==> config.mk <==
export PLATFORM = sky130hd
export DESIGN_NAME = hsz_homing_start
export DESIGN_NICKNAME = d
export VERILOG_FILES = /design/src/core/hsz_pkg.sv /design/src/core/hsz_homing_start.sv
export SDC_FILE = /design/constraint.sdc
export NUM_CORES = 1
export LEC_CHECK = 0
export BUFFER_PORTS_ARGS = -buffer_cell sky130_fd_sc_hd__buf_4
export CORE_ASPECT_RATIO = 1.4
export CORE_MARGIN = 3
export CORE_UTILIZATION = 30
export CTS_CLUSTER_DIAMETER = 200
export CTS_CLUSTER_SIZE = 16
export DETAILED_ROUTE_END_ITERATION = 7
export PLACE_DENSITY_LB_ADDON = 0.05
export SYNTH_ARGS = -nofsm -noshare
export SYNTH_HDL_FRONTEND = slang
export SYNTH_SLANG_ARGS = --single-unit
export TNS_END_PERCENT = 20
==> constraint.sdc <==
create_clock -name mclk -period 6.99 [get_ports mclk]
set_clock_uncertainty 0.1 [all_clocks]
set_input_delay 0.3495 -clock mclk [delete_from_list [all_inputs] [get_ports mclk]]
set_output_delay 0.3495 -clock mclk [all_outputs]
set_load 0.05 [all_outputs]
==> src/core/hsz_pkg.sv <==
// Package for the homing start and zero-set controller
package hsz_pkg;
    // Register byte offsets (word aligned)
    localparam logic [3:0] HSZ_OFF_CTRL = 4'h0;
    localparam logic [3:0] HSZ_OFF_TYPE = 4'h4;
    localparam logic [3:0] HSZ_OFF_ZOFF = 4'h8;
    localparam logic [3:0] HSZ_OFF_STAT = 4'hC;
    // Control register fields
    localparam int HSZ_CTRL_MODE_LSB = 0;
    localparam int HSZ_CTRL_BUSREQ_BIT = 4;
    localparam int HSZ_CTRL_CTLSTART_BIT = 5;
    localparam int HSZ_CTRL_TBLSEL_BIT = 6;
    localparam int HSZ_CTRL_TBLMODE_BIT = 7;
    localparam int HSZ_CTRL_ABSENC_BIT = 8;
    // Status register fields
    localparam int HSZ_STAT_REFD_BIT = 0;
    localparam int HSZ_STAT_BUSY_BIT = 1;
    // Reset values
    localparam logic [1:0] HSZ_MODE_RST = 2'h0;
    localparam logic signed [7:0] HSZ_TYPE_RST = 8'hFF;
    localparam logic signed [31:0] HSZ_ZOFF_RST = 32'h0000_0000;
    // Type selector range
    localparam logic signed [7:0] HSZ_TYPE_MIN = 8'hF9;
    localparam logic signed [7:0] HSZ_TYPE_MAX = 8'h23;
    localparam logic signed [7:0] HSZ_TYPE_SETPOS = 8'hF9;
    localparam logic signed [7:0] HSZ_TYPE_ABS = 8'hFB;
    // Start condition settings
    localparam logic [1:0] HSZ_START_OFF = 2'h0;
    localparam logic [1:0] HSZ_START_AUTO = 2'h1;
    localparam logic [1:0] HSZ_START_ON_FIRST_TABLE_SET = 2'h2;
    // Run states
    typedef enum logic [2:0] {
        HSZ_IDLE = 3'b001,
        HSZ_RUN = 3'b010,
        HSZ_LOAD = 3'b100
    } hsz_state_t;
endpackage

==> src/core/hsz_homing_start.sv <==
// Homing start decision and zero-set logic with an Avalon-MM register slave
//
// The register offsets and the Avalon-MM register port were chosen for this implementation.
`timescale 1ns/1ps
module hsz_homing_start
    import hsz_pkg::*;
#(
    parameter int POS_W = 32
)
(
    input wire logic mclk,
    input wire logic resetn,
    input wire logic [3:0] avs_address,
    input wire logic avs_read,
    input wire logic avs_write,
    input wire logic [31:0] avs_writedata,
    input wire logic [3:0] avs_byteenable,
    output logic [31:0] avs_readdata,
    output logic avs_waitrequest,
    input wire logic input_homing_start_function,
    input wire logic seq_goto_ref,
    input wire logic lim_neg,
    input wire logic lim_pos,
    input wire logic ref_cam,
    input wire logic enc_index,
    input wire logic [POS_W-1:0] enc_abs_pos,
    input wire logic power_on,
    input wire logic move_done,
    output logic [POS_W-1:0] act_pos,
    output logic act_pos_load,
    output logic ferr_clear,
    output logic move_req,
    output logic referenced,
    output logic [3:0] ref_inputs
);

    // Position path is one bus word wide; other widths are refused
    if (POS_W != 32)
    begin : g_bad_width
        $error("hsz_homing_start: POS_W must be 32");
    end

    hsz_state_t state_r, state_nxt;
    logic [1:0] mode_r;
    logic bus_req_r, ctl_start_r, tbl_sel_r, tbl_mode_r, abs_enc_r;
    logic signed [7:0] type_r;
    logic signed [31:0] zoff_r;
    logic refd_r, ack_r, pwr_seen_r, wait_r, bus_run_r;
    logic [POS_W-1:0] pos_r;
    logic load_r, ferr_r, move_r;
    logic [1:0] hs_sync_r;
    logic hs_prev_r;
    logic [3:0] ref_sync1_r, ref_sync2_r;
    logic bus_prev_r, ctl_prev_r, tbl_prev_r, seq_prev_r;

    // Bus decode; every access answered after one wait cycle
    wire acc = (avs_read | avs_write) & ~ack_r;
    wire wr_ctrl = avs_write & ack_r & (avs_address == HSZ_OFF_CTRL);
    wire wr_type = avs_write & ack_r & (avs_address == HSZ_OFF_TYPE);
    wire wr_zoff = avs_write & ack_r & (avs_address == HSZ_OFF_ZOFF);
    wire signed [7:0] type_wd = avs_writedata[7:0];
    wire type_ok = (type_wd >= HSZ_TYPE_MIN) && (type_wd <= HSZ_TYPE_MAX);
    wire type_wr_ok = wr_type & avs_byteenable[0] & type_ok;
    wire zoff_wr = wr_zoff & (&avs_byteenable);
    wire cfg_change = (type_wr_ok & (type_wd != type_r))
        | (zoff_wr & (avs_writedata != zoff_r))
        | (wr_ctrl & avs_byteenable[0] & (avs_writedata[1:0] != mode_r));

    // Request sources and start qualifiers
    wire hs_rise = hs_sync_r[1] & ~hs_prev_r;
    wire seq_rise = seq_goto_ref & ~seq_prev_r;
    wire bus_rise = bus_req_r & ~bus_prev_r;
    wire ctl_rise = ctl_start_r & ~ctl_prev_r;
    wire tbl_rise = tbl_sel_r & ~tbl_prev_r;
    wire is_abs = (type_r == HSZ_TYPE_ABS);
    wire req_off = (mode_r == HSZ_START_OFF) & (hs_rise | seq_rise | bus_rise);
    wire req_auto = (mode_r == HSZ_START_AUTO) & ctl_rise & ~refd_r;
    wire req_tbl = (mode_r == HSZ_START_ON_FIRST_TABLE_SET) & tbl_mode_r & tbl_rise
        & ~refd_r;
    wire req_pwr = is_abs & ~pwr_seen_r;
    wire start = (state_r == HSZ_IDLE) & (req_off | req_auto | req_tbl | req_pwr);
    // Fieldbus bit back to 0 cuts a motion run that the bit itself started
    wire bus_abort = (state_r == HSZ_RUN) & bus_run_r & ~bus_req_r
        & (mode_r == HSZ_START_OFF);
    wire no_move = is_abs | abs_enc_r | (type_r == HSZ_TYPE_SETPOS);
    wire [POS_W-1:0] abs_sum = POS_W'(enc_abs_pos + zoff_r);

    // Run state machine
    always_comb
    begin
        state_nxt = state_r;
        case (state_r)
            HSZ_IDLE:
            begin
                if (start)
                    state_nxt = no_move ? HSZ_LOAD : HSZ_RUN;
            end
            HSZ_RUN:
            begin
                if (bus_abort)
                    state_nxt = HSZ_IDLE;
                else if (move_done)
                    state_nxt = HSZ_LOAD;
            end
            HSZ_LOAD: state_nxt = HSZ_IDLE;
            default: state_nxt = HSZ_IDLE;
        endcase
    end

    // Register file and bus handshake
    always_ff @(posedge mclk)
    begin
        if (!resetn)
        begin
            ack_r <= 1'b0;
            wait_r <= 1'b1;
            mode_r <= HSZ_MODE_RST;
            type_r <= HSZ_TYPE_RST;
            zoff_r <= HSZ_ZOFF_RST;
            {bus_req_r, ctl_start_r, tbl_sel_r, tbl_mode_r, abs_enc_r} <= 5'h00;
            avs_readdata <= 32'h0000_0000;
        end
        else
        begin
            ack_r <= acc;
            wait_r <= ~acc;
            if (wr_ctrl & avs_byteenable[0])
            begin
                mode_r <= avs_writedata[1:0];
                bus_req_r <= avs_writedata[HSZ_CTRL_BUSREQ_BIT];
                ctl_start_r <= avs_writedata[HSZ_CTRL_CTLSTART_BIT];
                tbl_sel_r <= avs_writedata[HSZ_CTRL_TBLSEL_BIT];
                tbl_mode_r <= avs_writedata[HSZ_CTRL_TBLMODE_BIT];
            end
            if (wr_ctrl & avs_byteenable[1])
                abs_enc_r <= avs_writedata[HSZ_CTRL_ABSENC_BIT];
            if (type_wr_ok)
                type_r <= type_wd;
            if (zoff_wr)
                zoff_r <= avs_writedata;
            if (acc & avs_read)
            begin
                case (avs_address)
                    HSZ_OFF_CTRL: avs_readdata <= {23'h0, abs_enc_r, tbl_mode_r, tbl_sel_r,
                        ctl_start_r, bus_req_r, 2'h0, mode_r};
                    HSZ_OFF_TYPE: avs_readdata <= {{24{type_r[7]}}, type_r};
                    HSZ_OFF_ZOFF: avs_readdata <= zoff_r;
                    HSZ_OFF_STAT: avs_readdata <= {26'h0, ref_sync2_r,
                        (state_r != HSZ_IDLE), refd_r};
                    default: avs_readdata <= 32'h0000_0000;
                endcase
            end
        end
    end

    // Waitrequest drops in the answer cycle only
    assign avs_waitrequest = wait_r;

    // Reference pins in the order shown on ref_inputs
    wire [3:0] ref_pins = {enc_index, ref_cam, lim_pos, lim_neg};

    // Pin synchronisers: limits, cam and index; the homing-start input is synchronised in the run control block
    genvar gi;
    generate
        for (gi = 0; gi < 4; gi++)
        begin : g_ref_sync
            always_ff @(posedge mclk)
            begin
                if (!resetn)
                begin
                    ref_sync1_r[gi] <= 1'b0;
                    ref_sync2_r[gi] <= 1'b0;
                end
                else
                begin
                    ref_sync1_r[gi] <= ref_pins[gi];
                    ref_sync2_r[gi] <= ref_sync1_r[gi];
                end
            end
        end
    endgenerate

    // Edge history and run control
    always_ff @(posedge mclk)
    begin
        if (!resetn)
        begin
            state_r <= HSZ_IDLE;
            hs_sync_r <= 2'h0;
            hs_prev_r <= 1'b0;
            {bus_prev_r, ctl_prev_r, tbl_prev_r, seq_prev_r} <= 4'h0;
            refd_r <= 1'b0;
            bus_run_r <= 1'b0;
            pwr_seen_r <= 1'b0;
            pos_r <= '0;
            load_r <= 1'b0;
            ferr_r <= 1'b0;
            move_r <= 1'b0;
        end
        else
        begin
            state_r <= state_nxt;
            hs_sync_r <= {hs_sync_r[0], input_homing_start_function};
            hs_prev_r <= hs_sync_r[1];
            bus_prev_r <= bus_req_r;
            ctl_prev_r <= ctl_start_r;
            tbl_prev_r <= tbl_sel_r;
            seq_prev_r <= seq_goto_ref;
            // First start after reset spends the power-up reference
            pwr_seen_r <= pwr_seen_r | start;
            // Only a run that the fieldbus bit started is cut by its release
            if (start)
                bus_run_r <= bus_rise & (mode_r == HSZ_START_OFF);
            // Completion sets; a change in the same cycle wins, as config is then stale
            if (cfg_change)
                refd_r <= 1'b0;
            else if (state_r == HSZ_LOAD)
                refd_r <= 1'b1;
            move_r <= (state_nxt == HSZ_RUN);
            load_r <= (state_r == HSZ_LOAD);
            ferr_r <= (state_r == HSZ_LOAD) & (type_r == HSZ_TYPE_SETPOS);
            if (state_r == HSZ_LOAD)
                pos_r <= is_abs ? abs_sum : POS_W'(zoff_r);
        end
    end

    assign act_pos = pos_r;
    assign act_pos_load = load_r;
    assign ferr_clear = ferr_r;
    assign move_req = move_r;
    assign referenced = refd_r;
    assign ref_inputs = ref_sync2_r[3:0];

    // Absolute type computes offset sum; zero offset gives raw position
    a_abs_sum_load: assert property (@(posedge mclk) disable iff (!resetn)
        (state_r == HSZ_LOAD && is_abs)
        |=> (act_pos == 32'($past(enc_abs_pos) + $past(zoff_r))))
        else $error("absolute load value wrong");
    a_abs_zero_raw: assert property (@(posedge mclk) disable iff (!resetn)
        (state_r == HSZ_LOAD && is_abs && zoff_r == 0) |=> act_pos == $past(enc_abs_pos))
        else $error("zero offset not raw position");
    a_setpos_ferr: assert property (@(posedge mclk) disable iff (!resetn)
        (state_r == HSZ_LOAD && type_r == HSZ_TYPE_SETPOS)
        |=> ferr_clear && act_pos_load && act_pos == $past(zoff_r))
        else $error("set-position did not clear error");
    a_auto_once: assert property (@(posedge mclk) disable iff (!resetn)
        (mode_r == HSZ_START_AUTO && refd_r && !is_abs && state_r == HSZ_IDLE)
        |=> state_r == HSZ_IDLE)
        else $error("auto start repeated");
    a_tbl_once: assert property (@(posedge mclk) disable iff (!resetn)
        (mode_r == HSZ_START_ON_FIRST_TABLE_SET && refd_r && state_r == HSZ_IDLE
        && pwr_seen_r)
        |=> state_r == HSZ_IDLE)
        else $error("table start repeated");
    a_hs_edge: assert property (@(posedge mclk) disable iff (!resetn)
        (mode_r == HSZ_START_OFF && state_r == HSZ_IDLE && hs_rise)
        |=> state_r != HSZ_IDLE)
        else $error("homing input edge missed");
    a_abs_no_move: assert property (@(posedge mclk) disable iff (!resetn)
        (start && no_move) |=> (!move_req && state_r == HSZ_LOAD))
        else $error("absolute reference moved axis");
    a_cfg_clear: assert property (@(posedge mclk) disable iff (!resetn)
        cfg_change |=> !referenced)
        else $error("referenced kept after change");
    a_type_range: assert property (@(posedge mclk) disable iff (!resetn)
        type_r >= HSZ_TYPE_MIN && type_r <= HSZ_TYPE_MAX)
        else $error("type out of range");
    a_bus_answer: assert property (@(posedge mclk) disable iff (!resetn)
        $rose(avs_read | avs_write) |-> ##[0:1] !avs_waitrequest)
        else $error("bus answer late");
    a_wait_one: assert property (@(posedge mclk) disable iff (!resetn)
        !avs_waitrequest |=> avs_waitrequest)
        else $error("waitrequest low too long");
    // Fieldbus release and power-up reference
    a_bus_abort: assert property (@(posedge mclk) disable iff (!resetn)
        bus_abort |=> (!move_req && state_r == HSZ_IDLE))
        else $error("fieldbus release did not stop run");
    a_pwr_once: assert property (@(posedge mclk) disable iff (!resetn)
        (state_r == HSZ_IDLE && is_abs && !pwr_seen_r) |=> state_r == HSZ_LOAD)
        else $error("power-up reference missing");

    c_seq_run: cover property (@(posedge mclk) disable iff (!resetn)
        seq_rise && mode_r == HSZ_START_OFF ##[1:20] act_pos_load);
    c_auto_run: cover property (@(posedge mclk) disable iff (!resetn)
        req_auto ##[1:50] referenced);
    c_abs_run: cover property (@(posedge mclk) disable iff (!resetn)
        is_abs && state_r == HSZ_LOAD);
    c_bus_abort: cover property (@(posedge mclk) disable iff (!resetn)
        bus_abort);
    c_tbl_run: cover property (@(posedge mclk) disable iff (!resetn)
        req_tbl ##[1:50] referenced);
endmodule

* Word level (Yosys, flattened, before mapping) *
Index checks and enable logic that the tools add are counted.

word-level totals
  flip-flop bits (word level) = 137
  input bits = 84
  output and inout port bits = 73
  logic and storage cells = 117

operators by class
  $add $sub $neg = 1
  order comparisons = 2
  eq/ne operators = 15
  multiplexer cells = 7
  bitwise operators = 54
  reduce and logical (&&, ||, !) cells = 5

operators with widths
  kind                                                             count
  case mux 32 bit (4 select lines)                                 1
  adder 32 bit                                                     1
  AND 1 bit                                                        32
  2-to-1 mux 32 bit                                                1
  inequality test 32 bit                                           1
  equality test 8 x 4 -> 1 bit (second input constant)             2
  2-to-1 mux 3 bit                                                 4
  inverter 1 bit                                                   11
  bitwise OR 1 bit                                                 11
  equality test 4 bit (second input constant)                      2
  >= comparator 8 x 4 -> 1 bit (second input constant)             1
  less-or-equal comparator 8 x 7 -> 1 bit (second input constant)  1
  inequality test 8 bit                                            1
  equality test 3 x 2 -> 1 bit (second input constant)             2
  case mux 3 bit (2 select lines)                                  1
  equality test 4 x 3 -> 1 bit (second input constant)             1
  zero test 4 bit                                                  1
  AND reduction 4 bit                                              1
  equality test 3 x 1 -> 1 bit (second input constant)             1
  equality test 3 bit (second input constant)                      1
  inequality test 3 x 1 -> 1 bit (second input constant)           1
  equality test 2 x 1 -> 1 bit (second input constant)             1
  equality test 2 bit (second input constant)                      1
  zero test 2 bit                                                  1
  other kinds (3)                                                  3

* Longest topological paths before layout *
Gate-level depths: netlist of run 1.

  depth after elaboration = 12
  gate-level depth with buffers = 11
  mapped depth without buffers = 11

* Worst setup path before layout of run 1 *
OpenSTA, ideal clock, no wires.

  path type = register to register
  start point = reg zoff_r[0]
  end point = reg pos_r[28], in the netlist act_pos[28]
  data arrival time = 2.659 ns
  data required time = 6.829 ns
  slack = 4.170 ns
  cell stages (with the launch flop) = 12
  path buffers = 0
  path through = dfxtp_1 -> ha_1 -> inv_1 -> fa_1 -> and2b_2 -> o2111ai_4 -> a2111oi_4 -> o211ai_2 -> a21oi_2 -> o21ai_2 -> a2111oi_4 -> o221a_1

on the way
  word-level cells in the longest chain between the ends = 2

RTL lines
  element                 line                     source
  from (decl)             hsz_homing_start.sv:47   logic signed [31:0] zoff_r;
  from (signal assigned)  hsz_homing_start.sv:140  zoff_r <= avs_writedata;
  adder 32 bit            hsz_homing_start.sv:86   wire [POS_W-1:0] abs_sum = POS_W'(enc_abs_pos + zoff_r);
  2-to-1 mux 32 bit       hsz_homing_start.sv:223  pos_r <= is_abs ? abs_sum : POS_W'(zoff_r);
  to (signal assigned)    hsz_homing_start.sv:223
  to (decl)               hsz_homing_start.sv:49   logic [POS_W-1:0] pos_r;

No other way between the ends.
A chain may end at the register's enable or synchronous reset.

* Worst setup path after layout of run 1 *
  start point = reg zoff_r[0]
  end point = reg pos_r[30], in the netlist act_pos[30]

Same word-level chain as after synthesis.

==> reports/qor.txt, run 1 <==
Sequential share of the synthesized area: 35.06%
Post-synthesis register bit count: 137
Commonest non-fill, non-tap cell in the layout: buf_4
Async set or reset register ratio after synthesis: 0%
Setup TNS: 0 ns
Number of synthesized flops with an enable pin: 0
Yosys warning count: 0
Root Driver: clkbuf_16
Worst slew margin: 34.49%
Die ar.: 28080 sq um
Vias in the first global route: 7396
Clk pin slew, worst setup/hold paths: 0.06 ns
ANT nets after route: 0
Grt ovf: 0
Met3 routed WL: 783 microns
Htree depth: 4
GR Util All Layers: 20.29%
Leak Pwr: 3.913 nW
Drt initial violations: 342
Via density per instance: 5.127
Layout area overhead: 25.64%
Cell Chain, Critical Path: ha_1 -> inv_1 -> fa_1 -> and2b_2 -> o2111ai_4 -> a2111oi_2 -> o31ai_1 -> a211oi_1 -> o21ai_0 -> a31oi_1 -> a21oi_1
Syn_area_per_cell: 7.919 sq um
Cts hold-fix bufs: 0
Antenna violations before repair: 2
Post-synth cell types: 70
Hold crit path type: input pin to register
Main synth FF type: dfxtp_1
Worst Path Max Fanout: 5
Hold Crit Depth: 2
Worst slew pin tran: 0.9817 ns
Post-synth top area cell: dfxtp_1
Port bufs: 155
Drt pass-1 iters: 7
CTS Sinks: 137
Fmax: 297.3 MHz
Drc violations: 0
# resized after CTS: 0
Crit Path Category: register to register
Most frequent cells in the layout: 165 x buf_4, 156 x nand2_1, 137 x dfxtp_1, 106 x a21oi_1, 64 x o21ai_0
Status: completed
Final hold violation count: 0
Final Power: 1.908 mW
Num CTS Buffers: 17
Unrepaired setup endpoints after global routing: no
Final setup vio count: 0
Worst vdd ir: 159.0 uV
Share of cells above drive strength 1: 20.02%
R2R depth: 11
WL met2: 15150 microns
Critical Path RT: 7.18 ns
Floorplan core area: 25550 sq um
Std-Cell Rows: 69
Largest net degree at the start of global routing: 65
Final Max Tran Viols: 0
Tmin final: 3.364 ns
Die height: 197.1 microns
Metal-1 WL: 11530 microns
Arrival @ worst endpoint: 3.55 ns
Largest cells by area after synthesis: dfxtp_1 35%, nand2_1 7.5%, a21oi_1 6.8%
Final core occ: 38.46%
Max cap viols: 0
RePlAce Congestion: 0.8277
Initial core utilization: 30.62%
Hpwl dp: 21190 microns
Die Wd: 142.5 microns
Routed length per instance: 19.63 microns
Fillers: 2779
Clock latency on the worst-skew pair: 0.43 ns
Pwr dens: 194.1 nW/um^2
Post-Synthesis Cells: 988
Synth top area share: 35.06%
Nets@finish: 1223
Final WL: 28270 microns
Crit share post-route: 48.12%
Via Count: 7383
Num ports: 157
Crit end category: register
CTS tree: yes
Critical path's slowest cell: a2111oi_2
First-pass GRT wire length: 43370 microns
Post-CTS Setup Repair Bufs: 0
Mapped Area: 7824 sq um
Setup crit start kind: register
Top Layer Used: met4
Syn Nets: 1104
Clock Tree Buf Depth: 2
CP peak stage delay: 0.51 ns
## through the flow
step / setup WS, ns / cell area, sq um / instances / hold slack [ns]
2_1_floorplan: 4.170 / 7824 / 988 / 0.3119
3_3_place_gp: 3.734 / 9221 / 1407 / 0.3188
3_5_place_dp: 3.685 / 9221 / 1407 / 0.3230
4_1_cts: 3.665 / 9824 / 1438 / 0.02173
5_1_grt: 3.381 / 9829 / 1440 / 0.01767
6_report: 3.626 / 9829 / 1440 / 0.03772
## flip-flops by register name, indices dropped and copies added (netlist names), 2 cells and up
| register | flops |
|---|---|
| act_pos | 32 |
| avs_readdata | 32 |
| zoff_r | 32 |
| type_r | 8 |
| ref_inputs | 4 |
| ref_sync1_r | 4 |
| state_r | 3 |
| hs_sync_r | 2 |
| mode_r | 2 |
## where the power goes
group	total, mW	internal (mW)	leakage (nW)	switching (mW)
clock	0.935	0.580	0.294	0.355
sequential	0.795	0.790	1.11	0.00488
combinational	0.179	0.0733	2.51	0.106
## Yosys cell counts, types with 24 or more instances
master,number
xnor2_1,48
nand2_1,156
clkbuf_1,57
nor2_1,64
o21ai_0,64
ha_1,31
and2_1,44
nor3_1,25
dfxtp_1,137
a21oi_1,106
inv_1,24
## layout make-up
class / instances / area (sq um) / share of cell area [%]
Inverter: 24 / 90.09 / 0.9165
Multi-Input combinational cell: 762 / 4751 / 48.33
Tap cell: 319 / 399.1 / 4.061
Timing Repair Buffer: 165 / 1239 / 12.60
Sequential cell: 137 / 2743 / 27.90
Clock inverter: 10 / 142.6 / 1.451
Antenna cell: 2 / 5.005 / 0.05092
Clock buffer: 21 / 460.4 / 4.684
## critical path: cells and delay by family, from the launching register on
family / cells / cell delay [ns]
buf+inv: 1 / 0.06
fa+ha+maj: 2 / 0.61
compound gates: 7 / 1.71
simple gates: 1 / 0.27
flops: 1 / 0.47
## logic make-up (layout without fill, tap and decap cells)
| kind of cell | after synthesis | count (layout) | share of synthesized area, % |
|---|---|---|---|
| buf+inv | 89 | 220 | 4.366 |
| mux | 23 | 23 | 3.630 |
| compound gates | 283 | 283 | 23.24 |
| other cells | 0 | 2 | 0 |
| xor+xnor | 55 | 55 | 6.157 |
| fa+ha+maj | 32 | 32 | 5.213 |
| flops | 137 | 137 | 35.06 |
| simple gates | 369 | 369 | 22.34 |
## final timing paths
kind / slack (ns) / startpoint / end
min reg2reg: 0.33 / ref_sync1_r[1] / ref_inputs[1]
max: 3.63 / zoff_r[0] / act_pos[30]
max reg2reg: 3.63 / zoff_r[0] / act_pos[30]
min: 0.04 / enc_index / ref_sync1_r[3]
## layer usage
metal  up-vias  GRT usage, %
li1       3738             -
met1      3480         23.55
met2       136         37.13
met3        29         3.197
met4         0         7.538
met5         -             0
Power figures use the tool's default switching activity.
==> run 2, diff against run 1 <==
- ABC_AREA: default -> 1
- clock period: 6.99 -> 2.9 ns (I/O delays scaled with it)
==> run 2 against run 1 <==
Via count grew 18%. Critical path depth rose by 3. Clock power grew 140%. Non-clock buffer count increased by 50. Power is 150% higher.
==> reports/qor.txt, run 2 <==
Status: completed
Std-Cell Rows: 71
Worst slew pin tran: 0.7608 ns
GR Util All Layers: 20.65%
Layout area overhead: 30.88%
Vias in the first global route: 8563
Via Count: 8691
Max cap viols: 0
Die Wd: 146.5 microns
Hold crit path type: input pin to register
Crit share post-route: 86.54%
Initial core utilization: 30.68%
Post-synth top area cell: dfxtp_1
Top-count cell post-synth: nand2_1
R2R depth: 14
Share of cells above drive strength 1: 14.40%
# resized after CTS: 0
Clk pin slew, worst setup/hold paths: 0.06 ns
Clock Tree Buf Depth: 2
Number of synthesized flops with an enable pin: 0
Mux share of post-synthesis cell area: 0%
Mapped Area: 8287 sq um
Commonest non-fill, non-tap cell in the layout: nand2_1
Clock latency on the worst-skew pair: 0.42 ns
Fmax: 398.5 MHz
Htree depth: 4
Num ports: 157
Post-synthesis register bit count: 137
Final setup vio count: 0
Routed length per instance: 16.34 microns
Final Power: 4.722 mW
Die height: 202.7 microns
Cts hold-fix bufs: 42
Sequential share of the synthesized area: 33.10%
Async set or reset register ratio after synthesis: 0%
Post-CTS Setup Repair Bufs: 0
Crit end category: register
Synth top area share: 33.10%
Fillers: 3079
Worst vdd ir: 406.4 uV
Grt ovf: 0
Antenna violations before repair: 0
ANT nets after route: 0
Leak Pwr: 5.339 nW
Drc violations: 0
Root Driver: clkbuf_16
First-pass GRT wire length: 47500 microns
Unrepaired setup endpoints after global routing: no
Compound-Gate Fraction of Synth Area: 17.83%
Hold Crit Depth: 4
Pwr dens: 435.3 nW/um^2
Arrival @ worst endpoint: 2.77 ns
Nets@finish: 1617
Adder-cell share of the synthesized area: 4.922%
Commonest cells post-synth: 406 x nand2_1, 212 x inv_1, 157 x a21oi_1
Drt pass-1 iters: 5
CTS Sinks: 137
Yosys warning count: 0
Crit Path Category: register to register
Largest cells by area after synthesis: dfxtp_1 33%, nand2_1 18%, inv_1 9.6%
Synth Area in XOR/XNOR: 3.805%
RePlAce Congestion: 0.8551
CTS tree: yes
Tmin final: 2.510 ns
Hpwl dp: 24230 microns
Final Max Tran Viols: 0
Main synth FF type: dfxtp_1
Most frequent cells in the layout: 406 x nand2_1, 212 x inv_1, 173 x buf_4, 157 x a21oi_1, 137 x dfxtp_1
Largest family of logic cells by synthesized area: simple AND/OR/NAND/NOR gates
Setup crit start kind: register
Critical Path RT: 3.16 ns
Port bufs: 155
Post-synth cell types: 34
Die ar.: 29680 sq um
Post-Synthesis Cells: 1314
Largest net degree at the start of global routing: 73
Syn Nets: 1430
Simple-Gate Fraction of Synth Area: 27.99%
Setup TNS: 0 ns
Worst slew margin: 48.97%
Floorplan core area: 27010 sq um
Via density per instance: 4.625
Final WL: 30700 microns
Inserted Diodes: 0
Drt initial violations: 453
Num CTS Buffers: 17
Syn_area_per_cell: 6.306 sq um
Final hold violation count: 0
Worst Path Max Fanout: 4
==> run 2: layout make-up <==
type,count,area (sq um),share of cell area [%]
clock buffer,18,429.2,3.957
clock inverter,14,171.4,1.581
inverter,213,799.5,7.372
multi-input combinational,917,4527,41.74
sequential,137,2743,25.29
tap,365,456.7,4.211
timing repair buffer,215,1719,15.85
==> run 2: through the flow <==
| stage | utilization [%] | area, sq um | cells | setup slack, ns | hold WS (ns) |
|---|---|---|---|---|---|
| final | 40.16 | 10850 | 1879 | 0.3905 | 0.03032 |
| after global routing | 40.16 | 10850 | 1879 | 0.2019 | 0.06278 |
| after CTS | 40.16 | 10850 | 1879 | 0.4304 | 0.01248 |
| after detailed placement | 36.38 | 9824 | 1805 | 0.4575 | 0.2308 |
| after global placement | 36.38 | 9824 | 1805 | 0.4653 | 0.2266 |
| after floorplan | - | 8287 | 1314 | 0.9330 | 0.1385 |
==> run 2: final timing paths <==
kind                       start             to  slack (ns)
setup / recovery       zoff_r[0]    act_pos[28]        0.39
hold / removal    enc_abs_pos[0]     act_pos[0]        0.03
setup reg to reg       zoff_r[0]    act_pos[28]        0.39
hold reg to reg   ref_sync1_r[0]  ref_inputs[0]        0.31
==> run 2: logic make-up after synthesis <==
kind of cell | count (synthesis)
AND/OR/NAND/NOR | 569
buffers and inverters | 260
flip-flops | 137
AO/OA/AOI/OAI | 280
adder cells (fa/ha/maj) | 32
XOR/XNOR | 36
==> run 2: report_power, final <==
part | internal [mW] | leakage (nW) | switching (mW) | total [mW]
combinational | 0.221 | 3.94 | 0.332 | 0.553
sequential | 1.92 | 1.11 | 0.0172 | 1.93
clock | 1.36 | 0.287 | 0.880 | 2.24
==> run 2: per-layer routing <==
layer | GRT usage (%) | vias to the layer above | wire length, microns | share of wire [%]
li1 | - | 4568 | - | -
met1 | 25.01 | 3889 | 13360 | 44
met2 | 37.01 | 192 | 15430 | 50
met3 | 3.416 | 42 | 1098 | 3.6
met4 | 6.960 | 0 | 818 | 2.7
met5 | 0 | - | 0 | 0
==> run 2: worst max-delay path: stages, from the launching register on <==
cell     delay [ns]
dfxtp_1        0.38
ha_1           0.22
inv_1          0.07
fa_1           0.42
inv_1          0.12
nand3_1        0.07
nand3_1        0.16
nand3_1        0.10
nand3_1        0.25
nand2_1        0.16
nand2_1        0.10
nand2_1        0.05
nand3_1        0.06
nand2_1        0.07
a21oi_1        0.11
==> run 3, diff against run 2 <==
- BUFFER_PORTS_ARGS: -buffer_cell sky130_fd_sc_hd__buf_4 -> default
- DONT_BUFFER_PORTS: default -> 1
==> run 3 against run 2 <==
Worst hold slack worse by 0.012 ns. Core utilization down 4.0 points. Die area unchanged. Fmax up 1.9%. Via count down 6.0%. First-iteration DRC count down 0.66%. Critical path depth down 1. Clock power down 6%. Sequential power up 3%. Combinational power down 31%. Critical endpoint unchanged. Largest cell class unchanged.
==> reports/qor.txt, run 3 (synthesis results as in run 2) <==
First-pass GRT wire length: 48450 microns
Worst slew margin: 47.34%
Clock power frac: 47.0%
Htree depth: 4
Share of cells above drive strength 1: 4.672%
Drt pass-1 iters: 5
Setup crit start kind: register
Critical Path RT: 3.11 ns
Cell internal pwr: 3.268 mW
Antenna violations before repair: 0
Fmax: 405.9 MHz
Sw Ratio: 26.90%
Drc violations: 0
RePlAce Congestion: 0.8529
Commonest non-fill, non-tap cell in the layout: nand2_1
Crit Path Category: register to register
Delay-heaviest family, CP: simple AND/OR/NAND/NOR gates
Worst vdd ir: 406.1 uV
Final setup vio count: 0
CP peak stage delay: 0.41 ns
Std-Cell Rows: 71
CTS tree: yes
Die height: 202.7 microns
Combinational share of power: 8.6%
Port bufs: 0
Final hold violation count: 0
Initial core utilization: 30.68%
Die ar.: 29680 sq um
Critical path's slowest cell: fa_1
Unrepaired setup endpoints after global routing: no
Crit share post-route: 84.95%
Final WL: 31580 microns
Leak Pwr: 4.562 nW
Arrival @ worst endpoint: 2.67 ns
CTS Sinks: 137
Layout area overhead: 17.95%
Num CTS Buffers: 17
Clk pin slew, worst setup/hold paths: 0.06 ns
Die Wd: 146.5 microns
Largest net degree at the start of global routing: 67
Hold slack: 0.01846 ns
Most frequent cells in the layout: 406 x nand2_1, 212 x inv_1, 157 x a21oi_1, 137 x dfxtp_1, 72 x o21ai_0
Post-CTS Setup Repair Bufs: 0
Drt initial violations: 450
Cell Chain, Critical Path: ha_1 -> inv_1 -> fa_1 -> inv_1 -> nand3_1 -> nand3_1 -> nand3_1 -> nand3_1 -> nand2_1 -> nand3_1 -> nand3_1 -> nand2_1 -> a21oi_1
Sw Pwr: 1.203 mW
Hpwl dp: 24140 microns
ANT nets after route: 0
Grt ovf: 0
Inserted Diodes: 0
Clock latency on the worst-skew pair: 0.42 ns
Status: completed
Crit end category: register
Pwr dens: 457.4 nW/um^2
Critical path buffers and inverters: 2
Floorplan core area: 27010 sq um
Via density per instance: 4.711
Max cap viols: 0
Final Max Tran Viols: 0
Setup TNS: 0 ns
Part of the power in registers: 44.4%
Via Count: 8173
Hold crit path type: input pin to register
Tmin final: 2.463 ns
Num ports: 157
Root Driver: clkbuf_16
GR Util All Layers: 21.29%
Nets@finish: 1473
Vias in the first global route: 8155
Routed length per instance: 18.20 microns
Crit path top cell by count: nand3_1
Worst Path Max Fanout: 4
Clock Tree Buf Depth: 2
Worst slew pin tran: 0.7880 ns
## run 3: layout make-up
| class | count | area (sq um) |
|---|---|---|
| fill | 3084 | 17230 |
| multi-input combinational | 917 | 4527 |
| sequential | 137 | 2743 |
| inverter | 213 | 799.5 |
| timing repair buffer | 71 | 685.7 |
| tap | 365 | 456.7 |
| clock buffer | 19 | 442.9 |
| clock inverter | 13 | 120.1 |
## run 3: worst register-to-register path: stages (launching register included)
cell and delay, ns:
dfxtp_1 0.38, ha_1 0.23, inv_1 0.07, fa_1 0.41, inv_1 0.14, nand3_1 0.08, nand3_1 0.16, nand3_1 0.10
nand3_1 0.21, nand2_1 0.15, nand3_1 0.11, nand3_1 0.08, nand2_1 0.07, a21oi_1 0.05
## run 3: power groups by stage
stage / logic (mW) / registers (mW) / clock network [mW]
floorplan: 0.235 / 2.02 / 0
global placement: 0.301 / 2.03 / 0
detailed placement: 0.301 / 2.03 / 0
CTS: 0.387 / 1.98 / 2.17
global route: 0.433 / 1.99 / 2.24
finish: 0.384 / 1.98 / 2.10
## run 3: layer usage
layer  global-route usage (%)  part of all wire (%)  up-vias  wire length [microns]
met5                        0                     0        -                      0
met4                    6.792                   2.2        0                    697
met3                    4.354                   4.5       29                   1411
met2                    38.02                    51      169                  15990
met1                    25.55                    43     3696                  13490
li1                         -                     -     4279                      -
## run 3: what timing repair did
action	CTS	global route
resized for setup	0	0
hold buffers	54	0
hold endpoints to repair	77	0
## run 3: through the flow
stage / power [mW] / util (%) / std cells / cell area, sq um / setup WS, ns
after floorplan: 2.255 / - / 1314 / 8287 / 0.9330
after global placement: 2.328 / 32.04 / 1649 / 8653 / 0.4486
after detailed placement: 2.328 / 32.04 / 1649 / 8653 / 0.4110
after CTS: 4.541 / 36.19 / 1735 / 9774 / 0.3923
after global routing: 4.658 / 36.19 / 1735 / 9774 / 0.2355
final: 4.471 / 36.19 / 1735 / 9774 / 0.4366
## run 3: path summary, 6_finish.rpt
check,start,endpoint,slack [ns],depth (start not counted)
worst max-delay path,zoff_r[0],act_pos[28],0.44,13
worst min-delay path,enc_abs_pos[31],act_pos[31],0.02,5
worst max register to register,zoff_r[0],act_pos[28],0.44,13
worst min register to register,ref_sync1_r[3],ref_inputs[3],0.31,2
